**config.mk**
```make
export PLATFORM = sky130hd
export DESIGN_NAME = poc_path_overhead
export DESIGN_NICKNAME = d
export VERILOG_FILES = /design/src/common/poc_pkg.sv /design/src/hdl/poc_path_overhead.sv
export SDC_FILE = /design/constraint.sdc
export NUM_CORES = 1
export LEC_CHECK = 0
export ABC_CLOCK_PERIOD_IN_PS = 4200
export BUFFER_PORTS_ARGS = -buffer_cell sky130_fd_sc_hd__buf_4
export CORE_UTILIZATION = 52
export DETAILED_ROUTE_END_ITERATION = 10
export HOLD_SLACK_MARGIN = 0.02
export PLACE_DENSITY_LB_ADDON = 0.12
export SLEW_MARGIN = 20
export SYNTH_ARGS = -nofsm -noshare
export SYNTH_HDL_FRONTEND = slang
export SYNTH_SLANG_ARGS = --single-unit
```
**constraint.sdc**
```tcl
create_clock -name ref_clk -period 4.2 [get_ports ref_clk]
set_clock_uncertainty 0.15 [all_clocks]
set_input_delay 0.21 -clock ref_clk [delete_from_list [all_inputs] [get_ports ref_clk]]
set_output_delay 0.21 -clock ref_clk [all_outputs]
set_load 0.05 [all_outputs]
```
**src/common/poc_pkg.sv**
```systemverilog
// Shared constants and carrier types for the path overhead control slice.
// Assumes one 200 MHz byte clock and an AXI4-Lite master with 32-bit data.
package poc_pkg;

	// Bus geometry.
	localparam int ADDR_W = 12;
	localparam int DATA_W = 32;

	// Register indices; the byte address is four times the index.
	localparam logic [7:0] IDX_GLOBAL = 8'h00;
	localparam logic [7:0] IDX_ADJ_PERMIT = 8'h05;
	localparam logic [7:0] IDX_PARITY_LO = 8'h38;
	localparam logic [7:0] IDX_PARITY_HI = 8'h39;
	localparam logic [7:0] IDX_FAR_END_LO = 8'h3A;
	localparam logic [7:0] IDX_FAR_END_HI = 8'h3B;
	localparam logic [7:0] IDX_COUNT_MODE = 8'h3D;
	localparam logic [7:0] IDX_ERR_INSERT = 8'h40;
	localparam logic [7:0] IDX_PTR_CTL = 8'h41;
	localparam logic [7:0] IDX_ARBITRARY_POINTER_VALUE_LO = 8'h45;
	localparam logic [7:0] IDX_ARBITRARY_POINTER_VALUE_HI = 8'h46;

	// Field positions.
	localparam int BIT_ADJ_PERMIT = 5;
	localparam int BIT_BLOCK_MODE = 5;
	localparam int BIT_PARITY_CORRUPT = 1;
	localparam int BIT_PATH_ALARM = 0;
	localparam int BIT_PTR_FORCE = 6;
	localparam int BIT_STUFF_SPACING = 5;
	localparam int BIT_PTR_LOAD = 4;
	localparam int BIT_NDF_INSERT = 3;
	localparam int BIT_NEG_STUFF = 2;
	localparam int BIT_POS_STUFF = 1;

	// Reset values.
	localparam logic [3:0] RST_NDF = 4'h9;
	localparam logic [1:0] RST_SIZE = 2'h0;
	localparam logic [9:0] RST_ARBITRARY_POINTER_VALUE = 10'h000;
	localparam logic [15:0] RST_COUNT = 16'h0000;
	localparam logic [2:0] RST_STUFF_GAP = 3'h7;

	// Pointer byte constants.
	localparam logic [3:0] NORMAL_NDF = 4'h6;
	localparam logic [1:0] NORMAL_SIZE = 2'h0;
	localparam logic [9:0] PTR_MAX = 10'h30D;
	localparam logic [9:0] I_MASK = 10'h2AA;
	localparam logic [9:0] D_MASK = 10'h155;

	// Stuff spacing in frames.
	localparam logic [2:0] STUFF_GAP_NORMAL = 3'h2;
	localparam logic [2:0] STUFF_GAP_SPACED = 3'h4;

	// Snapshot delay after a triggering write.
	localparam int SNAP_DELAY_NS = 1000;
	localparam int CLK_FREQ_MHZ = 200;
	localparam int SNAP_CYCLES = SNAP_DELAY_NS * CLK_FREQ_MHZ / 1000;

	// AXI responses.
	localparam logic [1:0] RESP_OKAY = 2'h0;
	localparam logic [1:0] RESP_SLVERR = 2'h2;

	// AXI4-Lite master-to-slave signals.
	typedef struct packed {
		logic awvalid;
		logic [ADDR_W-1:0] awaddr;
		logic wvalid;
		logic [DATA_W-1:0] wdata;
		logic [3:0] wstrb;
		logic bready;
		logic arvalid;
		logic [ADDR_W-1:0] araddr;
		logic rready;
	} poc_axi_req_t;

	// AXI4-Lite slave-to-master signals.
	typedef struct packed {
		logic awready;
		logic wready;
		logic bvalid;
		logic [1:0] bresp;
		logic arready;
		logic rvalid;
		logic [DATA_W-1:0] rdata;
		logic [1:0] rresp;
	} poc_axi_rsp_t;

	// Per-frame error reports from the receive path overhead logic.
	typedef struct packed {
		logic b3Valid;
		logic [7:0] b3ErrMask;
		logic febeValid;
		logic [3:0] febeCount;
	} poc_rx_evt_t;

	// Transmit overhead controls, updated at frame boundaries.
	typedef struct packed {
		logic [7:0] h1;
		logic [7:0] h2;
		logic b3Invert;
		logic pathAlarm;
		logic posStuff;
		logic negStuff;
	} poc_tx_out_t;

endpackage

```
**src/hdl/poc_path_overhead.sv**
```systemverilog
// Path overhead error counters and transmit pointer control behind an AXI4-Lite slave.
// Assumes receive reports and the frame start strobe come from logic on ref_clk.
//
// Design decision made here: the AXI4-Lite slave port.
`timescale 1ns/1ps

module poc_path_overhead #(
	parameter int SNAP_CYCLES_P = poc_pkg::SNAP_CYCLES
) (
	// Clock and reset.
	input wire logic ref_clk,
	input wire logic resetn,
	// Register bus.
	input wire poc_pkg::poc_axi_req_t axiReq,
	output poc_pkg::poc_axi_rsp_t axiRsp,
	// Receive error reports.
	input wire poc_pkg::poc_rx_evt_t rxEvt,
	// Transmit frame timing and overhead controls.
	input wire logic txFrameStart,
	output poc_pkg::poc_tx_out_t txOut
);

	// The snapshot timer is eight bits wide.
	// A longer delay would need a wider timer, and the state struct would grow with it.
	// At 200 MHz the default of 200 cycles gives the one microsecond settling time.
	if (SNAP_CYCLES_P < 1 || SNAP_CYCLES_P > 256) begin : gBadSnap
		$error("SNAP_CYCLES_P must lie between 1 and 256.");
	end

	localparam logic [7:0] SNAP_LOAD = 8'(SNAP_CYCLES_P - 1);

	typedef struct packed {
		poc_pkg::poc_axi_rsp_t rsp;
		logic awHeld;
		logic [poc_pkg::ADDR_W-1:0] awAddr;
		logic wHeld;
		logic [7:0] wData;
		logic wLane0;
		logic adjPermit;
		logic blockMode;
		logic parityCorrupt;
		logic pathAlarm;
		logic ptrForce;
		logic stuffSpacing;
		logic ptrLoad;
		logic ndfInsert;
		logic negPend;
		logic posPend;
		logic [9:0] arbitrary_pointer_value;
		logic [3:0] ndfVal;
		logic [1:0] sizeVal;
		logic [15:0] parityCnt;
		logic [15:0] farEndCnt;
		logic [15:0] paritySnap;
		logic [15:0] farEndSnap;
		logic snapBusy;
		logic [7:0] snapTimer;
		logic [9:0] ptr;
		logic [2:0] stuffGap;
		poc_pkg::poc_tx_out_t tx;
	} poc_state_t;

	poc_state_t s;
	poc_state_t next_s;

	// Number of set bits in one B3 error mask.
	// In bit mode every errored parity bit of a frame counts on its own.
	// The loop unrolls into a small adder tree of at most eight inputs.
	function automatic logic [3:0] countOnes(input logic [7:0] v);
		logic [3:0] n;
		n = 4'h0;
		for (int i = 0; i < 8; i++) begin
			n = n + {3'h0, v[i]};
		end
		return n;
	endfunction

	// Add with saturation at the top of the 16-bit range.
	// Software then reads all ones for an interval that overflowed.
	// A wrapped count would look like a small, plausible error figure.
	function automatic logic [15:0] satAdd(input logic [15:0] a, input logic [3:0] b);
		logic [16:0] sum;
		sum = {1'b0, a} + {13'h0000, b};
		return sum[16] ? 16'hFFFF : sum[15:0];
	endfunction

	// Map a byte address onto a register index; misses give mapped low.
	// Each register sits in its own aligned 32-bit word on the bus.
	// Only the low byte lane carries data; the upper lanes are ignored.
	// Unmapped or misaligned accesses are refused with a slave error.
	function automatic logic [7:0] regIndex(input logic [poc_pkg::ADDR_W-1:0] a);
		return a[9:2];
	endfunction

	function automatic logic isMapped(input logic [poc_pkg::ADDR_W-1:0] a);
		logic [7:0] i;
		i = a[9:2];
		if (a[poc_pkg::ADDR_W-1:10] != '0 || a[1:0] != 2'h0) begin
			return 1'b0;
		end
		return i == poc_pkg::IDX_GLOBAL || i == poc_pkg::IDX_ADJ_PERMIT
			|| i == poc_pkg::IDX_PARITY_LO || i == poc_pkg::IDX_PARITY_HI
			|| i == poc_pkg::IDX_FAR_END_LO || i == poc_pkg::IDX_FAR_END_HI
			|| i == poc_pkg::IDX_COUNT_MODE || i == poc_pkg::IDX_ERR_INSERT
			|| i == poc_pkg::IDX_PTR_CTL || i == poc_pkg::IDX_ARBITRARY_POINTER_VALUE_LO
			|| i == poc_pkg::IDX_ARBITRARY_POINTER_VALUE_HI;
	endfunction

	// Next state of the whole block.
	always_comb begin
		logic [3:0] parityInc;
		logic [3:0] farEndInc;
		logic doWrite;
		logic trigger;
		logic [7:0] widx;
		logic [7:0] ridx;
		logic [7:0] rbyte;
		logic [2:0] gapNeed;
		logic stuffOk;
		logic loadOk;
		logic [3:0] ndfSel;
		logic [1:0] sizeSel;
		logic [9:0] ptrNext;
		parityInc = 4'h0;
		farEndInc = 4'h0;
		doWrite = 1'b0;
		trigger = 1'b0;
		widx = regIndex(s.awAddr);
		ridx = regIndex(axiReq.araddr);
		rbyte = 8'h00;
		gapNeed = 3'h0;
		stuffOk = 1'b0;
		loadOk = 1'b0;
		ndfSel = poc_pkg::NORMAL_NDF;
		sizeSel = poc_pkg::NORMAL_SIZE;
		ptrNext = s.ptr;
		next_s = s;

		// Write address and data are caught independently, in either order.
		if (axiReq.awvalid && s.rsp.awready) begin
			next_s.awHeld = 1'b1;
			next_s.awAddr = axiReq.awaddr;
		end
		if (axiReq.wvalid && s.rsp.wready) begin
			next_s.wHeld = 1'b1;
			next_s.wData = axiReq.wdata[7:0];
			next_s.wLane0 = axiReq.wstrb[0];
		end
		if (s.rsp.bvalid && axiReq.bready) begin
			next_s.rsp.bvalid = 1'b0;
		end
		if (s.awHeld && s.wHeld && !s.rsp.bvalid) begin
			doWrite = 1'b1;
			next_s.awHeld = 1'b0;
			next_s.wHeld = 1'b0;
			next_s.rsp.bvalid = 1'b1;
			next_s.rsp.bresp = isMapped(s.awAddr) ? poc_pkg::RESP_OKAY : poc_pkg::RESP_SLVERR;
		end
		// Ready stays low while a held item waits, which back-pressures the master.
		next_s.rsp.awready = !next_s.awHeld && !next_s.rsp.bvalid;
		next_s.rsp.wready = !next_s.wHeld && !next_s.rsp.bvalid;

		// Receive error accumulation; the receive pointer never enters here.
		if (rxEvt.b3Valid) begin
			if (s.blockMode) begin
				parityInc = {3'h0, rxEvt.b3ErrMask != 8'h00};
			end else begin
				parityInc = countOnes(rxEvt.b3ErrMask);
			end
		end
		if (rxEvt.febeValid) begin
			farEndInc = rxEvt.febeCount;
		end
		next_s.parityCnt = satAdd(s.parityCnt, parityInc);
		next_s.farEndCnt = satAdd(s.farEndCnt, farEndInc);

		// Register writes. Stuff bits are set after the frame logic, so a request beats a clear.
		if (doWrite && isMapped(s.awAddr)) begin
			trigger = widx == poc_pkg::IDX_GLOBAL || widx == poc_pkg::IDX_PARITY_LO
				|| widx == poc_pkg::IDX_PARITY_HI || widx == poc_pkg::IDX_FAR_END_LO
				|| widx == poc_pkg::IDX_FAR_END_HI;
			if (s.wLane0) begin
				unique case (widx)
					poc_pkg::IDX_ADJ_PERMIT: begin
						next_s.adjPermit = s.wData[poc_pkg::BIT_ADJ_PERMIT];
					end
					poc_pkg::IDX_COUNT_MODE: begin
						next_s.blockMode = s.wData[poc_pkg::BIT_BLOCK_MODE];
					end
					poc_pkg::IDX_ERR_INSERT: begin
						next_s.parityCorrupt = s.wData[poc_pkg::BIT_PARITY_CORRUPT];
						next_s.pathAlarm = s.wData[poc_pkg::BIT_PATH_ALARM];
					end
					poc_pkg::IDX_PTR_CTL: begin
						next_s.ptrForce = s.wData[poc_pkg::BIT_PTR_FORCE];
						next_s.stuffSpacing = s.wData[poc_pkg::BIT_STUFF_SPACING];
						next_s.ptrLoad = s.wData[poc_pkg::BIT_PTR_LOAD];
						next_s.ndfInsert = s.wData[poc_pkg::BIT_NDF_INSERT];
					end
					poc_pkg::IDX_ARBITRARY_POINTER_VALUE_LO: begin
						next_s.arbitrary_pointer_value[7:0] = s.wData;
					end
					poc_pkg::IDX_ARBITRARY_POINTER_VALUE_HI: begin
						next_s.ndfVal = s.wData[7:4];
						next_s.sizeVal = s.wData[3:2];
						next_s.arbitrary_pointer_value[9:8] = s.wData[1:0];
					end
					default: begin
					end
				endcase
			end
		end

		// Snapshot timer; a trigger during a running delay joins that snapshot.
		// Both counters are copied at the same cycle, so low and high bytes never tear.
		// A merged trigger does not restart the delay.
		// The timer counts down from the load value and fires on reaching zero.
		if (trigger && !s.snapBusy) begin
			next_s.snapBusy = 1'b1;
			next_s.snapTimer = SNAP_LOAD;
		end else if (s.snapBusy) begin
			if (s.snapTimer == 8'h00) begin
				next_s.snapBusy = 1'b0;
				// Errors seen in this very cycle open the new interval.
				next_s.paritySnap = s.parityCnt;
				next_s.parityCnt = {12'h000, parityInc};
				next_s.farEndSnap = s.farEndCnt;
				next_s.farEndCnt = {12'h000, farEndInc};
			end else begin
				next_s.snapTimer = s.snapTimer - 8'h01;
			end
		end

		// Stuff pulses last one cycle.
		next_s.tx.posStuff = 1'b0;
		next_s.tx.negStuff = 1'b0;

		// Transmit overhead is rebuilt only at a frame start.
		// Control bits written mid-frame therefore wait for the next boundary.
		// Priority runs alarm, load, force, positive stuff, negative stuff, normal.
		// The stuff gap counter rests at seven so that it never wraps.
		// A refused load value falls through to force, stuff or normal, sent with the normal flag and sizeVal as size bits.
		if (txFrameStart) begin
			gapNeed = s.stuffSpacing ? poc_pkg::STUFF_GAP_SPACED : poc_pkg::STUFF_GAP_NORMAL;
			stuffOk = s.stuffGap >= gapNeed - 3'h1;
			loadOk = s.arbitrary_pointer_value != 10'h000 && s.arbitrary_pointer_value <= poc_pkg::PTR_MAX;
			if (!s.ptrLoad && s.ndfInsert) begin
				ndfSel = s.ndfVal;
			end
			if (s.ptrLoad || s.ndfInsert || s.ptrForce) begin
				sizeSel = s.sizeVal;
			end
			next_s.stuffGap = (s.stuffGap == 3'h7) ? 3'h7 : s.stuffGap + 3'h1;
			next_s.tx.b3Invert = s.parityCorrupt;
			next_s.tx.pathAlarm = s.pathAlarm;
			if (s.pathAlarm) begin
				// Alarm replaces the whole pointer, so pending stuffs wait.
				next_s.tx.h1 = 8'hFF;
				next_s.tx.h2 = 8'hFF;
			end else if (s.ptrLoad && loadOk) begin
				// Only the transmit pointer moves; receive counting is separate.
				ptrNext = s.arbitrary_pointer_value;
				next_s.tx.h1 = {s.ndfVal, sizeSel, s.arbitrary_pointer_value[9:8]};
				next_s.tx.h2 = s.arbitrary_pointer_value[7:0];
			end else if (s.ptrForce) begin
				// Diagnostic force leaves the running pointer and flag choice alone.
				next_s.tx.h1 = {ndfSel, sizeSel, s.arbitrary_pointer_value[9:8]};
				next_s.tx.h2 = s.arbitrary_pointer_value[7:0];
			end else if (s.posPend && stuffOk) begin
				next_s.tx.h1 = {ndfSel, sizeSel, s.ptr[9:8] ^ poc_pkg::I_MASK[9:8]};
				next_s.tx.h2 = s.ptr[7:0] ^ poc_pkg::I_MASK[7:0];
				next_s.tx.posStuff = 1'b1;
				next_s.posPend = 1'b0;
				next_s.stuffGap = 3'h0;
				ptrNext = (s.ptr == poc_pkg::PTR_MAX) ? 10'h000 : s.ptr + 10'h001;
			end else if (s.negPend && stuffOk) begin
				next_s.tx.h1 = {ndfSel, sizeSel, s.ptr[9:8] ^ poc_pkg::D_MASK[9:8]};
				next_s.tx.h2 = s.ptr[7:0] ^ poc_pkg::D_MASK[7:0];
				next_s.tx.negStuff = 1'b1;
				next_s.negPend = 1'b0;
				next_s.stuffGap = 3'h0;
				ptrNext = (s.ptr == 10'h000) ? poc_pkg::PTR_MAX : s.ptr - 10'h001;
			end else begin
				next_s.tx.h1 = {ndfSel, sizeSel, s.ptr[9:8]};
				next_s.tx.h2 = s.ptr[7:0];
			end
			next_s.ptr = ptrNext;
		end

		// Stuff requests are taken after the frame logic so a new one is never lost.
		if (doWrite && s.wLane0 && widx == poc_pkg::IDX_PTR_CTL && s.adjPermit) begin
			if (s.wData[poc_pkg::BIT_NEG_STUFF]) begin
				next_s.negPend = 1'b1;
			end
			if (s.wData[poc_pkg::BIT_POS_STUFF]) begin
				next_s.posPend = 1'b1;
			end
		end

		// Read channel: one read at a time, answered the cycle after it is taken.
		// The read data stand until the master accepts them.
		// Index zero only triggers snapshots, so it reads as zero.
		// Count bytes come from the snapshot, never from the live counters.
		if (s.rsp.rvalid && axiReq.rready) begin
			next_s.rsp.rvalid = 1'b0;
		end
		if (axiReq.arvalid && s.rsp.arready) begin
			unique case (ridx)
				poc_pkg::IDX_ADJ_PERMIT: rbyte = {2'h0, s.adjPermit, 5'h00};
				poc_pkg::IDX_PARITY_LO: rbyte = s.paritySnap[7:0];
				poc_pkg::IDX_PARITY_HI: rbyte = s.paritySnap[15:8];
				poc_pkg::IDX_FAR_END_LO: rbyte = s.farEndSnap[7:0];
				poc_pkg::IDX_FAR_END_HI: rbyte = s.farEndSnap[15:8];
				poc_pkg::IDX_COUNT_MODE: rbyte = {2'h0, s.blockMode, 5'h00};
				poc_pkg::IDX_ERR_INSERT: rbyte = {6'h00, s.parityCorrupt, s.pathAlarm};
				poc_pkg::IDX_PTR_CTL: rbyte = {1'b0, s.ptrForce, s.stuffSpacing, s.ptrLoad,
					s.ndfInsert, s.negPend, s.posPend, 1'b0};
				poc_pkg::IDX_ARBITRARY_POINTER_VALUE_LO: rbyte = s.arbitrary_pointer_value[7:0];
				poc_pkg::IDX_ARBITRARY_POINTER_VALUE_HI: rbyte = {s.ndfVal, s.sizeVal, s.arbitrary_pointer_value[9:8]};
				default: rbyte = 8'h00;
			endcase
			next_s.rsp.rvalid = 1'b1;
			next_s.rsp.rdata = {24'h000000, rbyte};
			next_s.rsp.rresp = isMapped(axiReq.araddr) ? poc_pkg::RESP_OKAY
				: poc_pkg::RESP_SLVERR;
		end
		next_s.rsp.arready = !next_s.rsp.rvalid;
	end

	// State register; reset is synchronous and loads constants only.
	// Ready signals are low during reset and rise at the first edge after release.
	// The pointer bytes leave reset showing the normal flag pattern.
	always_ff @(posedge ref_clk) begin
		if (!resetn) begin
			s <= '0;
			s.ndfVal <= poc_pkg::RST_NDF;
			s.sizeVal <= poc_pkg::RST_SIZE;
			s.arbitrary_pointer_value <= poc_pkg::RST_ARBITRARY_POINTER_VALUE;
			s.paritySnap <= poc_pkg::RST_COUNT;
			s.farEndSnap <= poc_pkg::RST_COUNT;
			s.stuffGap <= poc_pkg::RST_STUFF_GAP;
			s.tx.h1 <= {poc_pkg::NORMAL_NDF, poc_pkg::NORMAL_SIZE, 2'h0};
		end else begin
			s <= next_s;
		end
	end

	assign axiRsp = s.rsp;
	assign txOut = s.tx;

endmodule

```
==> impl_results.md, run 1 <==
- Hold Path End: axiRsp[34]
- Compound-gate portion of the synthesized area: 0.1977
- Final Util: 0.6170
- Nets@finish: around 1200
- # DRC: 0
- Synth unique cells: ~80
- FF+latch count, synth: 170
- Initial core utilization: 0.5369
- Sw Pwr: 992.7 uW
- Seq/Total Area, Yosys: 0.3796
- Status: finished clean
- GRT Overall Usage: 0.2573
- Die W: between 100 and 150 um
- Max-slew violations: 0
- Synth Warn #: 0
- Ports: about 140
- HP Class: primary input to flip-flop
- Worst-path clk slew: 0.06 ns
- Detailed-route wire length: roughly 22000 um
- R2r startpoint: s[74]
- Hold_ws: approximately 0.041 ns
- R2r setup slk: around 1.3 ns
- CTS Hold Buffers Added: 26
- Clock sink count: between 150 and 200
- Num CTS Buffers: 17
- P_int: 2.885 mW
- # setup viols final: 0
- Worst EP arrival: just under 4 ns
- Post-DP HPWL: roughly 15000 um
- Placed Cells: about 1300
- Vias in the first global route: 7117
- Xor/xnor share of the synthesized area: 0.03419
- Setup TNS: 0 ns
- WHS Path Cells: 3
- Cells after Synth: 1078
- Register area: ~3400 um2
- Clock power frac: 0.438
- Post-Synth Simple-Gate Area: 0.1986
- R2R cell count: 8
- Antenna viol nets, final: 0
- Post-synth EDFFs: 0
- Antenna Cells: 0
- Max cap viols: 0
- Fin. Hold Viols: 0
- Maximum VDD drop: roughly 0.36 mV
- Setup bufs post-CTS: 0
- Main combinational cell family by area after synthesis: simple AND/OR/NAND/NOR gates
- Seq pwr share: 0.439
- Worst slew pin tran: just over 1 ns
- Final Cycle Share: 0.9190
- Drt via density: 5.731
- Switching share of power: 0.2560
- Synth async-reset ratio: 0
- Adder-cell share of the synthesized area: 0.03852
- Worst setup SP type: primary input
- CTS tree: yes
- Clk_lat worst skew: between 0.4 and 0.5 ns
- Core area: approximately 17000 um2
- Overflow after GRT: 0
- CTS root buf: clkbuf_16
- Design Power: around 3.9 mW
- Area growth, synth to finish: 14.93%
- WL per Instance: between 15 and 20 um
- Vias: between 7000 and 8000
- DR pass1 iterations: 5
- Die area: between 15000 and 20000 um2
- Lkg Pwr: ~3.9 nW
- Final Wtd Congestion: between 0.8 and 0.9
- Mux cell area share after synthesis: 0.05721
- Pwr Density: approximately 380 nW/um2
- Fin crit period: a little under 4 ns
- Relative slew slack: 0.3037
- CP max FO: 3
- 1st-iter DRT viols: just over 500
- Initial antenna violation count: 0
- Max Fclk: ~260 MHz
- Final worst-path setup slack: approximately 0.34 ns
- Cell Area, Synth: approximately 9000 um2
- Worst Min Path Start: axiReq[13]
- H-tree levels: 4
- Design area: 10300 um2
- First-pass GRT wire length: between 30000 and 40000 um
- RSZ-0062 raised after global routing: false
- Main synth FF type: dfxtp_1
- Row count: between 40 and 50
- Critical path capture point type: flip-flop
- Crit Path Category: primary input to flip-flop
- Height of the die: roughly 130 um
- Fin cells: ~1400
- Multi-input logic area: slightly below 5000 um2
- Max clock buf depth: 2
- Port Buffers: between 80 and 90
- Post-CTS sizing: 0
- Pre-CTS setup slack: -0.1303 ns
- Worst r2r dst: s[75]
- Syn Area/Cell: ~8.3 um2
- Fillers: between 1500 and 2000
- Comb power frac: 0.123
- Layout cells sized above 1: 0.1420
- Largest net degree at the start of global routing: 51
- Critical Path RT: around 4.3 ns
- DP Area: 9403 um2
-- per-layer routing --
metal | global-route usage | share of wire | up-vias
met3 | 0.04718 | 0.054 | 26
met2 | 0.4219 | 0.48 | 253
li1 | - | - | 3865
met1 | 0.3461 | 0.45 | 3656
met4 | 0.07197 | 0.018 | 0
met5 | 0 | 0 | -
-- state kept, by name, indices dropped and copies added (netlist names) --
signal,cells
txOut,20
s,135
axiRsp,15
-- worst max-delay path, cell delays in order --
cell and delay, ns:
buf_4 0.07, inv_1 0.05, fa_1 0.55, fa_1 0.42
fa_1 0.49, inv_1 0.04, ha_1 0.20, fa_1 0.47
and2_1 0.18, ha_1 0.24, a21o_1 0.19, a211oi_1 0.38
buf_4 0.19, nor3b_1 0.05, xnor2_1 0.15, a21oi_1 0.08
-- logic make-up (layout without fill, tap and decap cells) --
family / count (synthesis) / in the layout
adder cells (fa/ha/maj): 24 / 24
buffers and inverters: 157 / 195
AO/OA/AOI/OAI: 280 / 280
XOR/XNOR: 35 / 35
multiplexers: 41 / 41
flip-flops: 170 / 170
AND/OR/NAND/NOR: 370 / 370
other: 1 / 26
-- synth_stat cells (3+ instances only) --
cell type	number	area, um2
ha_1	18	225.2
xor2_1	5	43.79
o211ai_1	6	45.04
clkbuf_1	53	198.9
or4_1	9	67.56
and4_1	4	35.03
fa_1	6	120.1
nand2_1	161	604.3
inv_1	35	131.4
o32ai_1	3	26.28
o221ai_1	10	87.58
a211oi_1	10	75.07
nor3b_1	6	45.04
and3_1	7	43.79
a21o_1	6	45.04
o31ai_1	3	22.52
nor2_1	71	266.5
o21ai_0	55	275.3
dfxtp_1	170	3403
buf_4	61	457.9
nand3_1	19	95.09
nand4_1	6	37.54
a21oi_1	114	570.6
xnor2_1	30	262.8
or3_1	12	75.07
a22oi_1	5	37.54
and2_1	8	50.05
o2bb2ai_1	3	26.28
nor2b_1	8	50.05
nor4b_1	3	26.28
o311ai_0	3	26.28
a31oi_1	19	118.9
nor4_1	9	56.30
a311oi_1	6	52.55
buf_2	4	20.02
mux4_2	8	180.2
nor3_1	24	120.1
nand2b_1	7	43.79
mux2i_1	31	310.3
a221oi_1	8	70.07
-- power groups by stage --
stage | logic, mW | registers, mW | clock network [mW]
floorplan | 0.369 | 1.72 | 0
global placement | 0.453 | 1.74 | 0
detailed placement | 0.457 | 1.74 | 0
CTS | 0.477 | 1.70 | 1.72
global route | 0.529 | 1.71 | 1.79
finish | 0.477 | 1.70 | 1.70
-- how the worst max path moves through the flow --
stage,start,cells after the start,end
detailed placement,rxEvt[5],16,s[97]
CTS,rxEvt[5],16,s[97]
floorplan,rxEvt[5],15,s[93]
finish,rxEvt[5],16,s[97]
global placement,rxEvt[5],16,s[99]
global route,rxEvt[5],16,s[99]
-- layout by cell type (no fill, tap or decap), types with 7 or more instances in the layout --
cell	synthesis	layout
a211oi_1	10	10
a21oi_1	114	113
a221oi_1	8	8
a31oi_1	19	19
and2_1	8	8
and3_1	7	7
buf_4	61	102
clkbuf_16	0	17
conb_1	1	26
dfxtp_1	170	170
dlygate4sd3_1	0	26
ha_1	18	18
inv_1	35	34
mux2i_1	31	31
mux4_2	8	8
nand2_1	161	161
nand2b_1	7	7
nand3_1	19	19
nor2_1	71	71
nor2b_1	8	8
nor3_1	24	24
nor4_1	9	9
o21ai_0	55	55
o221ai_1	10	10
or3_1	12	12
or4_1	9	9
xnor2_1	30	30
-- layout make-up --
class,count,share of cell area
Multi-Input combinational cell,776,0.4684
Sequential cell,170,0.3303
Timing Repair Buffer,128,0.09956
Clock buffer,19,0.04395
Tap cell,220,0.02671
Clock inverter,13,0.01833
Inverter,35,0.01275
(Power assumes the default switching activity.)
==> run 2, diff against run 1 <==
Settings changed: CELL_PAD_IN_SITES_DETAIL_PLACEMENT set to 0, CELL_PAD_IN_SITES_GLOBAL_PLACEMENT set to 1, CORE_UTILIZATION 52 to 38.
==> run 2 against run 1 <==
Via count is 1.7% lower; register-to-register slack better by 0.09 ns; final area is 0.27% higher; cell count is 6.8% higher; clock power is 12% lower; core utilization is 17 points lower.
==> impl_results.md, run 2 (same netlist as run 1, synthesis figures left out) <==
- Status: finished clean (unchanged)
- Max-slew violations: 0 (unchanged)
- RSZ-0062 raised after global routing: false (unchanged)
- Num CTS Buffers: 17 (unchanged)
- Layout cells sized above 1: 0.1412 (was 0.1420)
- Die area: 24210 um2 (was 17770 um2)
- Vias: 7670 (was 7800)
- Pwr Density: 355.3 nW/um2 (was 376.3 nW/um2)
- # DRC: 0 (unchanged)
- Worst-path clk slew: 0.07 ns (was 0.06 ns)
- Lkg Pwr: 3.889 nW (was 3.929 nW)
- Final Util: 0.4509 (was 0.6170)
- Port Buffers: 89 (unchanged)
- Max reg flops: 135 (unchanged)
- Worst slew pin tran: 1.071 ns (was 1.038 ns)
- Final Cycle Share: 0.9413 (was 0.9190)
- WHS Path Cells: 3 (unchanged)
- Area growth, synth to finish: 15.24% (was 14.93%)
- Largest Register: s (unchanged)
- Antenna Cells: 0 (unchanged)
- Max Fclk: 252.9 MHz (was 259.1 MHz)
- Ports: 143 (unchanged)
- Post-CTS sizing: 0 (unchanged)
- H-tree levels: 4 (unchanged)
- Worst EP arrival: 4.08 ns (was 3.98 ns)
- Setup TNS: 0 ns (unchanged)
- Core area: 22920 um2 (was 16700 um2)
- Antenna viol nets, final: 0 (unchanged)
- CP max FO: 3 (unchanged)
- Fin crit period: 3.953 ns (was 3.860 ns)
- R2R cell count: 5 (was 8)
- Initial core utilization: 0.3913 (was 0.5369)
- WL per Instance: 16.56 um (was 16.20 um)
- Clock sink count: 170 (unchanged)
- Detailed-route wire length: 24060 um (was 22050 um)
- GRT Overall Usage: 0.2059 (was 0.2573)
- First-pass GRT wire length: 39160 um (was 36480 um)
- HP Class: primary input to flip-flop (unchanged)
- Die W: 155.6 um (was 133.3 um)
- Relative slew slack: 0.2802 (was 0.3037)
- Row count: 55 (was 47)
- Hold_ws: 0.04486 ns (was 0.04111 ns)
- Max clock buf depth: 2 (unchanged)
- Pre-CTS setup slack: -0.1901 ns (was -0.1303 ns)
- Maximum VDD drop: 0.2740 mV (was 0.3644 mV)
- # setup viols final: 0 (unchanged)
- CTS tree: yes (unchanged)
- Height of the die: 155.6 um (was 133.3 um)
- Commonest non-fill, non-tap cell in the layout: dfxtp_1 (unchanged)
- Worst setup SP type: primary input (unchanged)
- Critical Path RT: 4.32 ns (about the same)
- CTS root buf: clkbuf_16 (unchanged)
- Largest net degree at the start of global routing: 53 (was 51)
- Crit Path Category: primary input to flip-flop (unchanged)
- Fin. Hold Viols: 0 (unchanged)
- Max cap viols: 0 (unchanged)
- Final worst-path setup slack: 0.2465 ns (was 0.3403 ns)
- Post-DP HPWL: 16920 um (was 15200 um)
- DR pass1 iterations: 5 (unchanged)
- Nets@finish: 1234 (unchanged)
- Overflow after GRT: 0 (unchanged)
- Drt via density: 5.279 (was 5.731)
- Critical path capture point type: flip-flop (unchanged)
- Final Wtd Congestion: 0.8363 (was 0.8906)
- Most frequent cells in the layout: dfxtp_1 (170), nand2_1 (161), a21oi_1 (113) (unchanged)
- Vias in the first global route: 7188 (was 7117)
- 1st-iter DRT viols: 445 (was 507)
- Initial antenna violation count: 0 (unchanged)
- Clk_lat worst skew: 0.43 ns (was 0.42 ns)
[run 2: cell count changes in the layout (fill, tap and decap cells not counted), sizes merged]
cell	change
clkinvlp	-1
inv	+3
clkinv	+2
clkbuf	-1
bufinv	-4
[run 2: worst max-delay path, cell delays in order]
cell	delay, ns
buf_4	0.08
inv_1	0.06
fa_1	0.55
fa_1	0.43
fa_1	0.49
inv_1	0.04
ha_1	0.21
fa_1	0.48
and2_1	0.19
ha_1	0.25
a21o_1	0.20
a211oi_1	0.41
buf_4	0.20
nor3b_1	0.05
xnor2_1	0.16
a21oi_1	0.09
[run 2: stage by stage]
step | instance area (um2) | power (mW) | instances
floorplan | 9072 | 2.091 | 1103
detailed placement | 9519 | 2.203 | 1396
global route | 10330 | 3.849 | 1453
global placement | 9519 | 2.199 | 1396
CTS | 10330 | 3.724 | 1453
finish | 10330 | 3.671 | 1453
[run 2: final cells by class]
| type | instances | area (um2) |
|---|---|---|
| fillers | 2332 | 12580 |
| multi-input cells | 776 | 4827 |
| flip-flops and latches | 170 | 3403 |
| repair buffers | 128 | 1026 |
| clock buffers | 18 | 439.2 |
| well taps | 313 | 391.6 |
| inverters | 35 | 131.4 |
| clock inverters | 13 | 113.9 |
[run 2: routing by layer]
metal	GRT usage	vias up	wire length [um]	share of wire
met1	0.2789	3665	11620	0.48
met2	0.3378	117	11390	0.47
li1	-	3862	-	-
met3	0.03722	26	694	0.029
met4	0.05042	0	349	0.015
met5	0	-	0	0
[run 2: report_power, final]
group | switching [mW] | leakage, nW | internal, mW
sequential | 0.0421 | 1.38 | 1.66
clock | 0.702 | 0.272 | 0.788
combinational | 0.289 | 2.24 | 0.191
[run 2: what timing repair did]
item                      4_1_cts  5_1_grt
buffers inserted                0        0
hold buffers                   26        0
hold endpoints to repair       26        0
[run 2: worst paths after layout]
path | from | slack, ns | to
max | rxEvt[5] | 0.25 | s[97]
min | axiReq[13] | 0.04 | axiRsp[34]
max reg2reg | s[119] | 1.37 | s[26]
min reg2reg | s[63] | 0.31 | s[63]
==> run 3, diff against run 2 <==
Settings changed: ABC_AREA set to 1, CORE_MARGIN set to 5, CORE_UTILIZATION 38 to 37.
==> run 3 against run 2 <==
Total power increased by 5.2%; synthesized cell count increased by 32%; global-route usage decreased by 1.9 points; cell count increased by 26%; non-clock buffer count increased by 6; sequential power about the same; clock-buffer cell count increased by 2; worst hold slack got worse by 0.0088 ns; final area increased by 5.7%; clock power increased by 9%; die area increased by 19%; critical path type unchanged; largest cell class unchanged.
==> impl_results.md, run 3 <==
- Status: finished clean (unchanged)
- Post-DP HPWL: 19700 um (was 16920 um)
- Area growth, synth to finish: 16.10% (was 15.24%)
- Initial antenna violation count: 0 (unchanged)
- Detailed-route wire length: 26800 um (was 24060 um)
- 1st-iter DRT viols: 525 (was 445)
- Max-slew violations: 0 (unchanged)
- Fin. Hold Viols: 0 (unchanged)
- Final Util: 0.4348 (was 0.4509)
- CP max FO: 4 (was 3)
- Synth Warn #: 0 (unchanged)
- Core area: 25110 um2 (was 22920 um2)
- Die W: 169.4 um (was 155.6 um)
- Register area: 3403 um2 (unchanged)
- # setup viols final: 0 (unchanged)
- FF+latch count, synth: 170 (unchanged)
- RSZ-0062 raised after global routing: false (unchanged)
- Syn Area/Cell: 6.609 um2 (was 8.317 um2)
- Max reg flops: 135 (unchanged)
- Ports: 143 (unchanged)
- Commonest non-fill, non-tap cell in the layout: nand2_1 (was dfxtp_1)
- Design area: 10920 um2 (was 10330 um2)
- Crit-path slowest cell: fa_1 (unchanged)
- Cell Area, Synth: 9404 um2 (was 8966 um2)
- Design Power: 3.864 mW (was 3.671 mW)
- Max cap viols: 0 (unchanged)
- Fillers: 2776 (was 2332)
- Worst slew pin tran: 0.9402 ns (was 1.071 ns)
- Pwr Density: 353.9 nW/um2 (was 355.3 nW/um2)
- Count leader, synth: nand2_1 (was dfxtp_1)
- Drt via density: 4.841 (was 5.279)
- Worst EP arrival: 3.97 ns (was 4.08 ns)
- Synth unique cells: 35 (was 81)
- Final Cycle Share: 0.9027 (was 0.9413)
- Die area: 28700 um2 (was 24210 um2)
- Largest stage delay, worst path: 0.55 ns (about the same)
- Overflow after GRT: 0 (unchanged)
- First-pass GRT wire length: 43710 um (was 39160 um)
- Cells after Synth: 1423 (was 1078)
- Initial core utilization: 0.3745 (was 0.3913)
- Setup TNS: 0 ns (unchanged)
- Vias in the first global route: 8516 (was 7188)
- Synth cell count leaders: nand2_1 (291), nor2_1 (225), dfxtp_1 (170) (was dfxtp_1 (170), nand2_1 (161), a21oi_1 (114))
- Critical path capture point type: flip-flop (unchanged)
- Most frequent cells in the layout: nand2_1 (291), nor2_1 (223), dfxtp_1 (170) (was dfxtp_1 (170), nand2_1 (161), a21oi_1 (113))
- Max clock buf depth: 2 (unchanged)
- WL per Instance: 14.63 um (was 16.56 um)
- Most frequent CP cell: nand2_1 (was fa_1)
- Dominant cell type by area after synthesis: dfxtp_1 (unchanged)
- Clk_lat worst skew: 0.43 ns (about the same)
- Height of the die: 169.4 um (was 155.6 um)
- Critical Path RT: 4.38 ns (was 4.32 ns)
- Antenna viol nets, final: 0 (unchanged)
- HP Class: primary input to flip-flop (unchanged)
- Relative slew slack: 0.3725 (was 0.2802)
- Main synth FF type: dfxtp_1 (unchanged)
- Largest cells by area after synthesis: dfxtp_1 (36%), nand2_1 (12%), nor2_1 (9.0%), o21ai_0 (6.2%), inv_1 (5.9%) (was dfxtp_1 (38%), nand2_1 (6.7%), a21oi_1 (6.4%), buf_4 (5.1%), mux2i_1 (3.5%))
- Clock sink count: 170 (unchanged)
- Nets@finish: 1596 (was 1234)
- Fin cells: 1831 (was 1453)
- Maximum VDD drop: 0.1893 mV (was 0.2740 mV)
- Final Wtd Congestion: 0.8561 (was 0.8363)
- Largest Register: s (unchanged)
- DP Area: 10060 um2 (was 9519 um2)
- Max Fclk: 263.8 MHz (was 252.9 MHz)
- H-tree levels: 4 (unchanged)
- R2r startpoint: s[74] (was s[119])
- Crit Path Category: primary input to flip-flop (unchanged)
- CTS root buf: clkbuf_16 (unchanged)
- Largest net degree at the start of global routing: 87 (was 53)
- Lkg Pwr: 5.011 nW (was 3.889 nW)
- Antenna Cells: 0 (unchanged)
- Worst-path clk slew: 0.07 ns (about the same)
- Layout cells sized above 1: 0.09860 (was 0.1412)
- Fin crit period: 3.791 ns (was 3.953 ns)
- DR pass1 iterations: 5 (unchanged)
- Vias: 8863 (was 7670)
- Top-area cell type share of the netlist area: 0.3619 (was 0.3796)
- Num CTS Buffers: 17 (unchanged)
- Worst setup SP type: primary input (unchanged)
- CP Cell Sequence: buf_4 > inv_1 > fa_1 > fa_1 > fa_1 > inv_1 > ha_1 > fa_1 > inv_1 > nor2_1 > buf_4 > ha_1 > nand3_1 > nand2_1 > nand2_1 > a21boi_0 > nand2_1 > nand2_1 > nand3_1 > nand2_1 > inv_1 (was buf_4 > inv_1 > fa_1 > fa_1 > fa_1 > inv_1 > ha_1 > fa_1 > and2_1 > ha_1 > a21o_1 > a211oi_1 > buf_4 > nor3b_1 > xnor2_1 > a21oi_1)
- Row count: 58 (was 55)
- # DRC: 0 (unchanged)
- Port Buffers: 89 (unchanged)
- Synth async-reset ratio: 0 (unchanged)
- Post-synth EDFFs: 0 (unchanged)
- Worst Min Path Start: rxEvt[3] (was axiReq[13])
- Seq/Total Area, Yosys: 0.3619 (was 0.3796)
- Multi-input logic area: 4862 um2 (was 4827 um2)
- Setup bufs post-CTS: 0 (unchanged)
- Placed Cells: 1775 (was 1396)
- GRT Overall Usage: 0.1872 (was 0.2059)
- CTS tree: yes (unchanged)
- CP startpoint: rxEvt[5] (unchanged)
## run 3: changes by cell type after synthesis, sizes merged, moves of 12 or more
cell,change
a31oi,-13
mux2i,-31
nand2,+130
nand3,+91
nor2,+156
nand4,+30
xor2,+15
clkbuf,-23
buf,+13
nor3,-12
o21ai,+61
xnor2,-22
inv,+114
or3,-12
## run 3: final timing paths
kind,end,slack (ns),depth (start not counted)
max,s[103],0.41,21
min,s[77],0.04,5
max reg2reg,s[77],1.39,10
min reg2reg,axiRsp[39],0.28,1
## run 3: repair_timing
item | in CTS | in global routing
setup endpoints to repair | 0 | 5
hold buffers | 26 | 0
endpoints found under the hold margin | 29 | 0
gates resized for setup | 0 | 3
## run 3: cell families (layout without fill, tap and decap cells)
family | Yosys count | count (layout) | share of synthesized area
xor+xnor | 28 | 28 | 0.02608
simple gates | 695 | 695 | 0.3116
other cells | 1 | 26 | 0.0003988
flops | 170 | 170 | 0.3619
compound gates | 240 | 240 | 0.1312
buf+inv | 265 | 318 | 0.1321
fa+ha+maj | 24 | 24 | 0.03672
## run 3: routing by layer
layer	wire length, um	track usage
met1	12460	0.2432
met4	351	0.04620
met5	0	0
met2	13110	0.3265
met3	870	0.02912
## run 3: final cells by class
cell class / count / share of cell area
sequential: 170 / 0.3117
multi-input combinational: 1013 / 0.4453
clock buffer: 20 / 0.04091
timing repair buffer: 134 / 0.09810
inverter: 154 / 0.05295
clock inverter: 10 / 0.01318
tap: 330 / 0.03782
## run 3: worst max-delay path: cells and delay by family
kind            cells  cell delay (ns)
buf+inv             6             0.40
simple gates        8             0.77
fa+ha+maj           6             2.27
compound gates      1             0.32
## run 3: per-stage QoR
step	hold WS [ns]	worst slack, ns
2_1_floorplan	0.2267	0.2590
3_3_place_gp	0.2632	-0.04237
3_5_place_dp	0.2636	-0.1515
4_1_cts	0.02658	0.2925
5_1_grt	0.04099	0.03818
6_report	0.03607	0.4088
## run 3: where the power goes
group / switching (mW) / leakage (nW) / internal [mW]
clock network: 0.671 / 0.279 / 0.948
logic: 0.333 / 3.35 / 0.198
registers: 0.0467 / 1.38 / 1.67
total: 1.05 / 5.01 / 2.81
